**src/core/mcd_pkg.sv**
```systemverilog
// constants and types shared by the motion completion detector
package mcd_pkg;
   localparam int POS_W = 32;
   localparam int CNT_W = 32;
   localparam int SPAN_W = 3;
   localparam int SPAN_LOG2_MAX = 4;
   localparam int N_COORD = 6;
   localparam int QIDX_W = 4;
   localparam logic METHOD_PROFILER = 1'b0;
   localparam logic METHOD_WINDOWED = 1'b1;
   localparam logic [POS_W-1:0] POS_RST = 32'h0000_0000;
   localparam logic [CNT_W-1:0] CNT_RST = 32'h0000_0000;
   localparam logic [QIDX_W-1:0] QIDX_STRUT = 4'h6;
   localparam logic [QIDX_W-1:0] QIDX_END = 4'hc;
   localparam logic [2:0] QCNT_ALL = 3'h6;
   localparam logic [2:0] QCNT_ONE = 3'h1;
   localparam logic [2:0] QCNT_NONE = 3'h0;
   typedef enum logic [2:0] {
      ST_READY = 3'b001,
      ST_PROFILE = 3'b010,
      ST_SETTLE = 3'b100
   } mcd_state_t;
endpackage

```
**src/core/mcd_avg_if.sv**
```systemverilog
// carrier between the detector and its sliding mean filter
`timescale 1ns/100ps
interface mcd_avg_if #(
   parameter int W = 32,
   parameter int SW = 3
);
   logic clear;
   logic valid;
   logic signed [W-1:0] err_in;
   logic signed [W-1:0] vel_in;
   logic [SW-1:0] span_log2;
   logic signed [W-1:0] err_mean;
   logic signed [W-1:0] vel_mean;
   logic full;
   modport ctl (output clear, valid, err_in, vel_in, span_log2, input err_mean, vel_mean, full);
   modport avg (input clear, valid, err_in, vel_in, span_log2, output err_mean, vel_mean, full);
endinterface

```
**src/core/mcd_avg.sv**
```systemverilog
// sliding mean of position error and velocity over a power-of-two span
`timescale 1ns/100ps
module mcd_avg #(
   parameter int W = 32,
   parameter int LMAX = 4
) (
   input wire logic i_clk,
   input wire logic i_rst,
   mcd_avg_if.avg a
);
   localparam int D = 1 << LMAX;
   localparam int SW = W + LMAX;
   logic [LMAX-1:0] wr_idx;
   logic [LMAX:0] fill;
   logic [LMAX:0] span;
   logic [LMAX-1:0] old_idx;
   logic signed [W-1:0] smp [2];
   logic signed [W-1:0] mean [2];

   if (LMAX < 1 || LMAX > 7) begin : g_bad
      $error("mcd_avg: LMAX out of range");
   end

   // ------------------------------------------------------------
   // window bookkeeping
   // ------------------------------------------------------------
   assign span = (LMAX+1)'(1) << a.span_log2;
   assign old_idx = wr_idx - span[LMAX-1:0];
   assign a.full = (fill >= span);
   assign smp[0] = a.err_in;
   assign smp[1] = a.vel_in;

   always_ff @(posedge i_clk) begin
      if (i_rst || a.clear) begin
         wr_idx <= '0;
         fill <= '0;
      end else if (a.valid) begin
         wr_idx <= wr_idx + 1'b1;
         if (fill != (LMAX+1)'(D)) begin
            fill <= fill + 1'b1;
         end
      end
   end

   // ------------------------------------------------------------
   // one running sum per channel, oldest sample dropped once full
   // ------------------------------------------------------------
   for (genvar c = 0; c < 2; c++) begin : g_ch
      logic signed [W-1:0] hist [D];
      logic signed [SW-1:0] sum;
      logic signed [SW-1:0] drop;
      assign drop = a.full ? SW'(hist[old_idx]) : '0;
      assign mean[c] = W'(sum >>> a.span_log2);
      always_ff @(posedge i_clk) begin
         if (i_rst || a.clear) begin
            sum <= '0;
         end else if (a.valid) begin
            sum <= sum + SW'(smp[c]) - drop;
         end
      end
      always_ff @(posedge i_clk) begin
         if (a.valid) begin
            hist[wr_idx] <= smp[c];
         end
      end
   end

   assign a.err_mean = mean[0];
   assign a.vel_mean = mean[1];
endmodule

```
**src/core/mcd_top.sv**
```systemverilog
// motion completion detector: profiler, position bookkeeping and settle check
`timescale 1ns/100ps
module mcd_top #(
   parameter int LMAX = mcd_pkg::SPAN_LOG2_MAX
) (
   input wire logic I_REF_CLK,
   input wire logic I_RST,
   input wire logic I_CFG_METHOD,
   input wire logic [mcd_pkg::POS_W-1:0] I_CFG_POS_WIN,
   input wire logic [mcd_pkg::POS_W-1:0] I_CFG_VEL_WIN,
   input wire logic [mcd_pkg::CNT_W-1:0] I_CFG_HOLD,
   input wire logic [mcd_pkg::SPAN_W-1:0] I_CFG_SPAN,
   input wire logic [mcd_pkg::CNT_W-1:0] I_CFG_TIMEOUT,
   input wire logic I_PARAM_RD,
   input wire logic I_PARAM_WR,
   input wire logic [mcd_pkg::POS_W-1:0] I_WR_POS_WIN,
   input wire logic [mcd_pkg::POS_W-1:0] I_WR_VEL_WIN,
   input wire logic [mcd_pkg::CNT_W-1:0] I_WR_HOLD,
   input wire logic [mcd_pkg::SPAN_W-1:0] I_WR_SPAN,
   input wire logic [mcd_pkg::CNT_W-1:0] I_WR_TIMEOUT,
   input wire logic I_GROUP_READY,
   input wire logic I_MOVE_START,
   input wire logic signed [mcd_pkg::POS_W-1:0] I_MOVE_TARGET,
   input wire logic [mcd_pkg::POS_W-1:0] I_MOVE_STEP,
   input wire logic I_SAMPLE,
   input wire logic signed [mcd_pkg::POS_W-1:0] I_ENC_POS,
   input wire logic signed [mcd_pkg::POS_W-1:0] I_COMP_BACKLASH,
   input wire logic signed [mcd_pkg::POS_W-1:0] I_COMP_LINEAR,
   input wire logic signed [mcd_pkg::POS_W-1:0] I_COMP_HYST,
   input wire logic signed [mcd_pkg::POS_W-1:0] I_COMP_MAP,
   input wire logic signed [mcd_pkg::POS_W-1:0] I_VELOCITY,
   input wire logic I_QUERY,
   input wire logic I_QUERY_ALL,
   input wire logic [mcd_pkg::QIDX_W-1:0] I_QUERY_IDX,
   input wire logic [mcd_pkg::N_COORD*mcd_pkg::POS_W-1:0] I_PLAT_COORDS,
   input wire logic [mcd_pkg::N_COORD*mcd_pkg::POS_W-1:0] I_STRUT_LENS,
   output logic O_METHOD,
   output logic O_READY,
   output logic O_MOVE_REFUSED,
   output logic O_PROFILE_END,
   output logic O_MOTION_COMPLETE,
   output logic O_SETTLE_TIMEOUT,
   output logic signed [mcd_pkg::POS_W-1:0] O_MEASURED_POS,
   output logic signed [mcd_pkg::POS_W-1:0] O_COMMANDED_POS,
   output logic signed [mcd_pkg::POS_W-1:0] O_TRACKING_ERROR,
   output logic signed [mcd_pkg::POS_W-1:0] O_DESTINATION_POS,
   output logic O_PARAM_ACK,
   output logic [mcd_pkg::POS_W-1:0] O_PARAM_POS_WIN,
   output logic [mcd_pkg::POS_W-1:0] O_PARAM_VEL_WIN,
   output logic [mcd_pkg::CNT_W-1:0] O_PARAM_HOLD,
   output logic [mcd_pkg::SPAN_W-1:0] O_PARAM_SPAN,
   output logic [mcd_pkg::CNT_W-1:0] O_PARAM_TIMEOUT,
   output logic O_QUERY_VALID,
   output logic [2:0] O_QUERY_COUNT,
   output logic [mcd_pkg::N_COORD*mcd_pkg::POS_W-1:0] O_QUERY_DATA
);
   localparam int W = mcd_pkg::POS_W;
   localparam int CW = mcd_pkg::CNT_W;
   localparam int SW = mcd_pkg::SPAN_W;
   localparam int QW = mcd_pkg::N_COORD * W;

   if (LMAX < 1 || LMAX >= (1 << SW)) begin : g_bad
      $error("mcd_top: LMAX out of range");
   end

   // ------------------------------------------------------------
   // helpers
   // ------------------------------------------------------------
   function automatic logic [W-1:0] absv(input logic signed [W-1:0] v);
      return v[W-1] ? W'(-v) : W'(v);
   endfunction

   function automatic logic [SW-1:0] clamp_span(input logic [SW-1:0] v);
      return (v > SW'(LMAX)) ? SW'(LMAX) : v;
   endfunction

   function automatic logic [W-1:0] pick(input logic [QW-1:0] vec, input logic [mcd_pkg::QIDX_W-1:0] idx);
      return vec[idx*W +: W];
   endfunction

   // ------------------------------------------------------------
   // state
   // ------------------------------------------------------------
   mcd_pkg::mcd_state_t state;
   mcd_pkg::mcd_state_t next_state;
   logic method;
   logic [W-1:0] pos_win;
   logic [W-1:0] vel_win;
   logic [CW-1:0] hold_lim;
   logic [SW-1:0] span;
   logic [CW-1:0] tmo_lim;
   logic [SW-1:0] span_mv;
   logic [W-1:0] step_mv;
   logic [CW-1:0] hold_cnt;
   logic [CW-1:0] tmo_cnt;

   mcd_avg_if #(.W(W), .SW(SW)) avg_bus ();

   mcd_avg #(
      .W(W),
      .LMAX(LMAX)
   ) u_avg (
      .i_clk(I_REF_CLK),
      .i_rst(I_RST),
      .a(avg_bus)
   );

   // ------------------------------------------------------------
   // decode
   // ------------------------------------------------------------
   wire logic is_ready = (state == mcd_pkg::ST_READY);
   wire logic is_prof = (state == mcd_pkg::ST_PROFILE);
   wire logic is_settle = (state == mcd_pkg::ST_SETTLE);
   wire logic start_ok = I_MOVE_START && is_ready && I_GROUP_READY;
   wire logic start_bad = I_MOVE_START && !start_ok;
   wire logic signed [W-1:0] remaining = O_DESTINATION_POS - O_COMMANDED_POS;
   wire logic last_step = (step_mv == '0) || (absv(remaining) <= step_mv);
   wire logic prof_fin = is_prof && I_SAMPLE && last_step;
   wire logic pos_ok = absv(avg_bus.err_mean) < pos_win;
   wire logic vel_ok = absv(avg_bus.vel_mean) < vel_win;
   wire logic win_ok = avg_bus.full && pos_ok && vel_ok;
   wire logic [CW-1:0] hold_next = hold_cnt + 1'b1;
   wire logic hold_done = is_settle && win_ok && (hold_next >= hold_lim);
   wire logic tmo_hit = is_settle && !hold_done && (tmo_cnt >= tmo_lim);
   wire logic prof_done = prof_fin && (method == mcd_pkg::METHOD_PROFILER);
   wire logic complete = prof_done || hold_done;
   wire logic signed [W-1:0] meas_sum = I_ENC_POS + I_COMP_BACKLASH + I_COMP_LINEAR + I_COMP_HYST + I_COMP_MAP;
   wire logic q_coord = I_QUERY_IDX < mcd_pkg::QIDX_STRUT;
   wire logic q_strut = !q_coord && (I_QUERY_IDX < mcd_pkg::QIDX_END);
   wire logic [mcd_pkg::QIDX_W-1:0] q_sidx = I_QUERY_IDX - mcd_pkg::QIDX_STRUT;

   assign avg_bus.clear = start_ok;
   assign avg_bus.valid = I_SAMPLE;
   assign avg_bus.err_in = O_TRACKING_ERROR;
   assign avg_bus.vel_in = I_VELOCITY;
   assign avg_bus.span_log2 = span_mv;

   always_comb begin
      next_state = state;
      case (state)
         mcd_pkg::ST_READY: begin
            if (start_ok) begin
               next_state = mcd_pkg::ST_PROFILE;
            end
         end
         mcd_pkg::ST_PROFILE: begin
            if (prof_done) begin
               next_state = mcd_pkg::ST_READY;
            end else if (prof_fin) begin
               next_state = mcd_pkg::ST_SETTLE;
            end
         end
         mcd_pkg::ST_SETTLE: begin
            if (hold_done || tmo_hit) begin
               next_state = mcd_pkg::ST_READY;
            end
         end
         default: next_state = mcd_pkg::ST_READY;
      endcase
   end

   // ------------------------------------------------------------
   // control and events
   // ------------------------------------------------------------
   always_ff @(posedge I_REF_CLK) begin
      if (I_RST) begin
         state <= mcd_pkg::ST_READY;
         O_READY <= 1'b1;
         O_MOVE_REFUSED <= 1'b0;
         O_PROFILE_END <= 1'b0;
         O_MOTION_COMPLETE <= 1'b0;
         O_SETTLE_TIMEOUT <= 1'b0;
      end else begin
         state <= next_state;
         O_READY <= (next_state == mcd_pkg::ST_READY);
         O_MOVE_REFUSED <= start_bad;
         O_PROFILE_END <= prof_fin;
         O_MOTION_COMPLETE <= complete;
         O_SETTLE_TIMEOUT <= tmo_hit;
      end
   end

   // hold and timeout counters run only while settling
   always_ff @(posedge I_REF_CLK) begin
      if (I_RST || start_ok || !is_settle) begin
         hold_cnt <= mcd_pkg::CNT_RST;
         tmo_cnt <= mcd_pkg::CNT_RST;
      end else begin
         hold_cnt <= win_ok ? hold_next : mcd_pkg::CNT_RST;
         tmo_cnt <= tmo_cnt + 1'b1;
      end
   end

   // ------------------------------------------------------------
   // stored configuration and host parameters
   // ------------------------------------------------------------
   always_ff @(posedge I_REF_CLK) begin
      if (I_RST) begin
         method <= I_CFG_METHOD;
         pos_win <= I_CFG_POS_WIN;
         vel_win <= I_CFG_VEL_WIN;
         hold_lim <= I_CFG_HOLD;
         span <= clamp_span(I_CFG_SPAN);
         tmo_lim <= I_CFG_TIMEOUT;
      end else if (I_PARAM_WR) begin
         pos_win <= I_WR_POS_WIN;
         vel_win <= I_WR_VEL_WIN;
         hold_lim <= I_WR_HOLD;
         span <= clamp_span(I_WR_SPAN);
         tmo_lim <= I_WR_TIMEOUT;
      end
   end

   always_ff @(posedge I_REF_CLK) begin
      if (I_RST) begin
         O_METHOD <= mcd_pkg::METHOD_PROFILER;
         O_PARAM_ACK <= 1'b0;
         O_PARAM_POS_WIN <= mcd_pkg::POS_RST;
         O_PARAM_VEL_WIN <= mcd_pkg::POS_RST;
         O_PARAM_HOLD <= mcd_pkg::CNT_RST;
         O_PARAM_SPAN <= '0;
         O_PARAM_TIMEOUT <= mcd_pkg::CNT_RST;
      end else begin
         O_METHOD <= method;
         O_PARAM_ACK <= I_PARAM_RD || I_PARAM_WR;
         if (I_PARAM_RD) begin
            O_PARAM_POS_WIN <= pos_win;
            O_PARAM_VEL_WIN <= vel_win;
            O_PARAM_HOLD <= hold_lim;
            O_PARAM_SPAN <= span;
            O_PARAM_TIMEOUT <= tmo_lim;
         end
      end
   end

   // ------------------------------------------------------------
   // profiler and position bookkeeping
   // ------------------------------------------------------------
   always_ff @(posedge I_REF_CLK) begin
      if (I_RST) begin
         O_DESTINATION_POS <= mcd_pkg::POS_RST;
         O_COMMANDED_POS <= mcd_pkg::POS_RST;
         step_mv <= mcd_pkg::POS_RST;
         span_mv <= '0;
      end else if (start_ok) begin
         O_DESTINATION_POS <= I_MOVE_TARGET;
         step_mv <= I_MOVE_STEP;
         span_mv <= span;
      end else if (is_prof && I_SAMPLE) begin
         if (last_step) begin
            O_COMMANDED_POS <= O_DESTINATION_POS;
         end else if (remaining[W-1]) begin
            O_COMMANDED_POS <= O_COMMANDED_POS - step_mv;
         end else begin
            O_COMMANDED_POS <= O_COMMANDED_POS + step_mv;
         end
      end
   end

   always_ff @(posedge I_REF_CLK) begin
      if (I_RST) begin
         O_MEASURED_POS <= mcd_pkg::POS_RST;
         O_TRACKING_ERROR <= mcd_pkg::POS_RST;
      end else begin
         O_MEASURED_POS <= meas_sum;
         O_TRACKING_ERROR <= O_MEASURED_POS - O_COMMANDED_POS;
      end
   end

   // ------------------------------------------------------------
   // position query
   // ------------------------------------------------------------
   always_ff @(posedge I_REF_CLK) begin
      if (I_RST) begin
         O_QUERY_VALID <= 1'b0;
         O_QUERY_COUNT <= mcd_pkg::QCNT_NONE;
         O_QUERY_DATA <= '0;
      end else begin
         O_QUERY_VALID <= I_QUERY;
         if (I_QUERY && I_QUERY_ALL) begin
            O_QUERY_COUNT <= mcd_pkg::QCNT_ALL;
            O_QUERY_DATA <= I_PLAT_COORDS;
         end else if (I_QUERY && q_coord) begin
            O_QUERY_COUNT <= mcd_pkg::QCNT_ONE;
            O_QUERY_DATA <= QW'(pick(I_PLAT_COORDS, I_QUERY_IDX));
         end else if (I_QUERY && q_strut) begin
            O_QUERY_COUNT <= mcd_pkg::QCNT_ONE;
            O_QUERY_DATA <= QW'(pick(I_STRUT_LENS, q_sidx));
         end else if (I_QUERY) begin
            O_QUERY_COUNT <= mcd_pkg::QCNT_NONE;
            O_QUERY_DATA <= '0;
         end
      end
   end
endmodule

```
**config.mk**
```make
export PLATFORM = sky130hd
export DESIGN_NAME = mcd_top
export DESIGN_NICKNAME = d
export VERILOG_FILES = /design/src/core/mcd_pkg.sv /design/src/core/mcd_avg_if.sv /design/src/core/mcd_avg.sv /design/src/core/mcd_top.sv
export SDC_FILE = /design/constraint.sdc
export NUM_CORES = 2
export LEC_CHECK = 0
export BUFFER_PORTS_ARGS = -buffer_cell sky130_fd_sc_hd__buf_2
export CAP_MARGIN = 30
export CORE_AREA = 2 2 530 532
export CTS_BUF_LIST = sky130_fd_sc_hd__clkbuf_4 sky130_fd_sc_hd__clkbuf_8 sky130_fd_sc_hd__clkbuf_16
export CTS_CLUSTER_DIAMETER = 30
export DETAILED_ROUTE_END_ITERATION = 7
export DIE_AREA = 0 0 532 534
export PLACE_DENSITY = 0.53
export SLEW_MARGIN = 25
export SYNTH_ARGS = -nofsm -noshare
export SYNTH_HDL_FRONTEND = slang
export SYNTH_SLANG_ARGS = --single-unit
```
**constraint.sdc**
```tcl
create_clock -name I_REF_CLK -period 22 [get_ports I_REF_CLK]
set_clock_uncertainty 0.2 [all_clocks]
set_input_delay 1.1 -clock I_REF_CLK [delete_from_list [all_inputs] [get_ports I_REF_CLK]]
set_output_delay 1.1 -clock I_REF_CLK [all_outputs]
set_load 0.02 [all_outputs]
```
==> flow_summary.json <==
{
  "fraction_of_power_consumed_by_sequential_logic": 0.273,
  "critPathRequiredTime_ns": 22.65,
  "timing.slew.headroom": 0.100,
  "design_area_um2": 119000,
  "worst-path-max-fanout": 58,
  "cell_type_with_the_highest_aggregate_area_in_the_netlist": "edfxtp_1",
  "rrSetupSlack_ns": 12.81,
  "grt_pass1_vias": 70303,
  "min_period_ns": 9.19,
  "synth_flop_cell": "edfxtp_1",
  "multi_input_gate_area_um2": 41600,
  "setup_viol": 0,
  "via_density": 5.23,
  "total_power_divided_by_cell_area_nw_per_um2": 129,
  "ys_types": 100,
  "final.setup.tns_ns": 0,
  "core.rowCount": 194,
  "cts-buffers-inserted": 429,
  "wire_length_of_the_first_global_routing_pass_um": 543000,
  "post-layout-total-power_mw": 15.4,
  "synth-seq-cells": 1800,
  "dr.pass1.iters": 5,
  "synth_area_leaders": "edfxtp_1, dfxtp_1, mux4_2",
  "wl_met1_um": 149000,
  "setup_repair_after_global_routing_missed_its_margin": "no",
  "maxClockFrequency_mhz": 109,
  "die-area_um2": 284000,
  "hold_class": "in -> reg",
  "first_iter_violations": 5450,
  "maxCapViolCount": 0,
  "core_area_um2": 278000,
  "postSynthAreaPerCell_um2": 12.1,
  "ctsHoldBuffers": 0,
  "flow.area_growth_from_synthesis_pct": 28.3,
  "finalHoldViolations": 0,
  "tritoncts_num_sinks": 1800,
  "detail_route.drc_violations": 0,
  "max-clock-path-buffers": 4,
  "switching_power_mw": 5.24,
  "die_w_um": 532,
  "layout-drive-gt1-share": 0.292,
  "startpoint": "avg_bus.span_log2[0]",
  "clock_tree.htree_level_count": 5,
  "synth-adder-area-share": 0.0867,
  "gpl.final_weighted_congestion": 0.980,
  "detail_route.wirelength_um": 394000,
  "cts_resized": 0,
  "worst_r2r_startpoint": "avg_bus.span_log2[0]",
  "synthMuxAreaShare": 0.144,
  "clock_power_share": 0.417,
  "regArea_um2": 47600,
  "gr-total-overflow": 0,
  "grt_start_max_net_pins": 129,
  "clock_tree.root_cell": "clkbuf_16",
  "layout_worst_path_cycle_share": 0.418,
  "synth.yosys.warnings": 0,
  "fin_nets": 10661,
  "internal_power_mw": 10.2,
  "floorplan.initialDensity": 0.334,
  "mappedNetlistArea_um2": 92900,
  "met2WireLength_um": 190000,
  "dp_hpwl_um": 302000,
  "cts_tree": "yes",
  "met3WireLength_um": 24200,
  "stdcell_count": 13348,
  "port-buffer-count": 1377,
  "power.ir.vdd_worst_mv": 0.0803,
  "result_of_the_run": "finished, final reports clean",
  "netSwitchingFraction": 0.340,
  "vias": 69834,
  "worst_pin_slew_ns": 1.35,
  "crit_path_end": "u_avg.g_ch[1].sum[25]",
  "dr.max_layer_used": "met5",
  "worstSkewPairLatency_ns": 0.95,
  "timing.hold.worst_path_depth": 1,
  "number_of_enable_flip_flop_cells_after_synthesis": 1156,
  "pwr-share-comb": 0.310,
  "rr_endpoint": "u_avg.g_ch[1].sum[25]",
  "mostFrequentLayoutCells": "buf_2, edfxtp_1, nor2_1",
  "mostFrequentLayoutCell": "buf_2",
  "post-cts-setup-buffers": 0,
  "crit_path_end_kind": "flop",
  "placed_cells_incl_taps": 12489,
  "global_route_usage_sum": 0.268,
  "worst_r2r_path_depth": 25,
  "synth_seq_area_share": 0.512,
  "clkSlewWorstSetupHoldPaths_ns": 0.05,
  "synth_compound_gate_area_share": 0.102,
  "synthXorXnorAreaFrac": 0.0333,
  "drv_slew": 0,
  "io-pin-count": 1378,
  "async_reset_ff_frac": 0,
  "antenna_violations_before_repair": 119,
  "worstSetupPathType": "reg -> reg",
  "synth.net_count": 9138,
  "synth_cells": 7678,
  "synth_top_area_share": 0.374,
  "placedInstanceArea_um2": 104000,
  "die_ht_um": 534,
  "nFillCells": 26118,
  "power.static_leakage_nw": 48.9,
  "detail-route-antenna-nets": 0,
  "start_kind": "flop",
  "synth_simple_gate_area_frac": 0.0801,
  "avgRoutedWirePerCell_um": 29.5,
  "cp_data_arrival_time_ns": 9.84,
  "combinational_family_with_the_most_area_after_synthesis": "multiplexers"
}
==> worst min-delay path by stage <==
stage / slack (ns) / from / end
3_3_place_gp: 0.25 / step_mv[15] / step_mv[15]
4_1_cts: 0.09 / I_CFG_METHOD / method
5_1_grt: 0.12 / I_CFG_METHOD / method
6_report: 0.17 / I_CFG_METHOD / method
3_5_place_dp: 0.25 / step_mv[15] / step_mv[15]
2_1_floorplan: 0.24 / step_mv[15] / step_mv[15]
==> cell usage after synthesis, types with 89 or more instances <==
cell / instances
mux2_2: 133
nand3_1: 89
mux4_2: 353
nor2b_1: 128
nor2_1: 712
clkbuf_1: 309
ha_1: 378
a211oi_1: 182
inv_1: 635
xnor2_1: 226
dfxtp_1: 644
xor2_1: 127
mux2i_1: 391
a22oi_1: 160
a21o_1: 150
nand2_1: 370
fa_1: 166
edfxtp_1: 1156
a21oi_1: 410
o21ai_0: 171
==> power by group through the flow <==
| stage | Combinational [mW] | Sequential [mW] | Clock (mW) |
|---|---|---|---|
| 2_1_floorplan | 3.28 | 4.19 | 0 |
| 3_3_place_gp | 4.70 | 4.27 | 0 |
| 3_5_place_dp | 4.75 | 4.28 | 0 |
| 4_1_cts | 4.78 | 4.22 | 6.51 |
| 5_1_grt | 5.27 | 4.23 | 6.69 |
| 6_report | 4.78 | 4.21 | 6.42 |
==> stage by stage <==
step | utilization | setup slack, ns | hold WS [ns]
floorplan | - | 14.04 | 0.236
global placement | 0.373 | 12.24 | 0.251
detailed placement | 0.374 | 12.28 | 0.252
CTS | 0.427 | 12.30 | 0.0895
global route | 0.428 | 12.23 | 0.125
finish | 0.428 | 12.81 | 0.173
==> critical path, cell delays in order, from the launching register on <==
cell      delay, ns
dfxtp_4        0.50
buf_12         0.26
inv_1          0.60
or3_1          0.25
inv_1          0.07
fa_4           1.23
buf_4          0.71
buf_4          0.82
mux4_2         0.41
nor2b_1        0.14
a211oi_1       0.32
a211oi_1       0.14
fa_1           0.55
inv_1          0.05
ha_1           0.32
inv_1          0.10
nor3_1         0.28
nand4_1        0.13
o21ai_0        0.60
a21o_1         0.22
a21o_1         0.14
nand3_1        0.14
a311oi_1       0.41
a31oi_1        0.16
xor2_1         0.16
o21ai_0        0.17
==> flip-flops by register name, summed over array words and instances, names as in the netlist, 5 cells and up <==
name and count:
hold_cnt 32, O_COMMANDED_POS 32, u_avg.fill 5, O_PARAM_POS_WIN 32, u_avg.g_ch.hist 1024, u_avg.g_ch.sum 72, vel_win 32, hold_lim 32
tmo_lim 32, O_QUERY_DATA 192, tmo_cnt 32, pos_win 32, O_DESTINATION_POS 32, step_mv 32, O_PARAM_HOLD 32, O_TRACKING_ERROR 32
O_PARAM_TIMEOUT 32, O_PARAM_VEL_WIN 32, O_MEASURED_POS 32
==> cell families (layout without fill, tap and decap cells) <==
family                     after synthesis  in the layout
AOI/OAI and AO/OA                     1445           1445
xor gates and xnor gates               353            353
adders and majority gates              544            544
buffers and inverters                 1025           2918
DFF                                   1800           1800
muxes                                  877            877
other                                    0             53
and+or+nand+nor                       1634           1634
==> layer usage <==
metal,track usage,up-vias
met5,0,-
met4,0.177,86
met3,0.0585,866
met2,0.452,2573
met1,0.307,34820
li1,-,31489
==> layout make-up <==
cell class,count,area share
flip-flops and latches,1800,0.400
clock buffers,507,0.0968
clock inverters,294,0.0286
inverters,637,0.0201
repair buffers,1480,0.0660
diodes,53,0.00111
well taps,3724,0.0391
multi-input cells,4853,0.349
(Power assumes the default switching activity.)
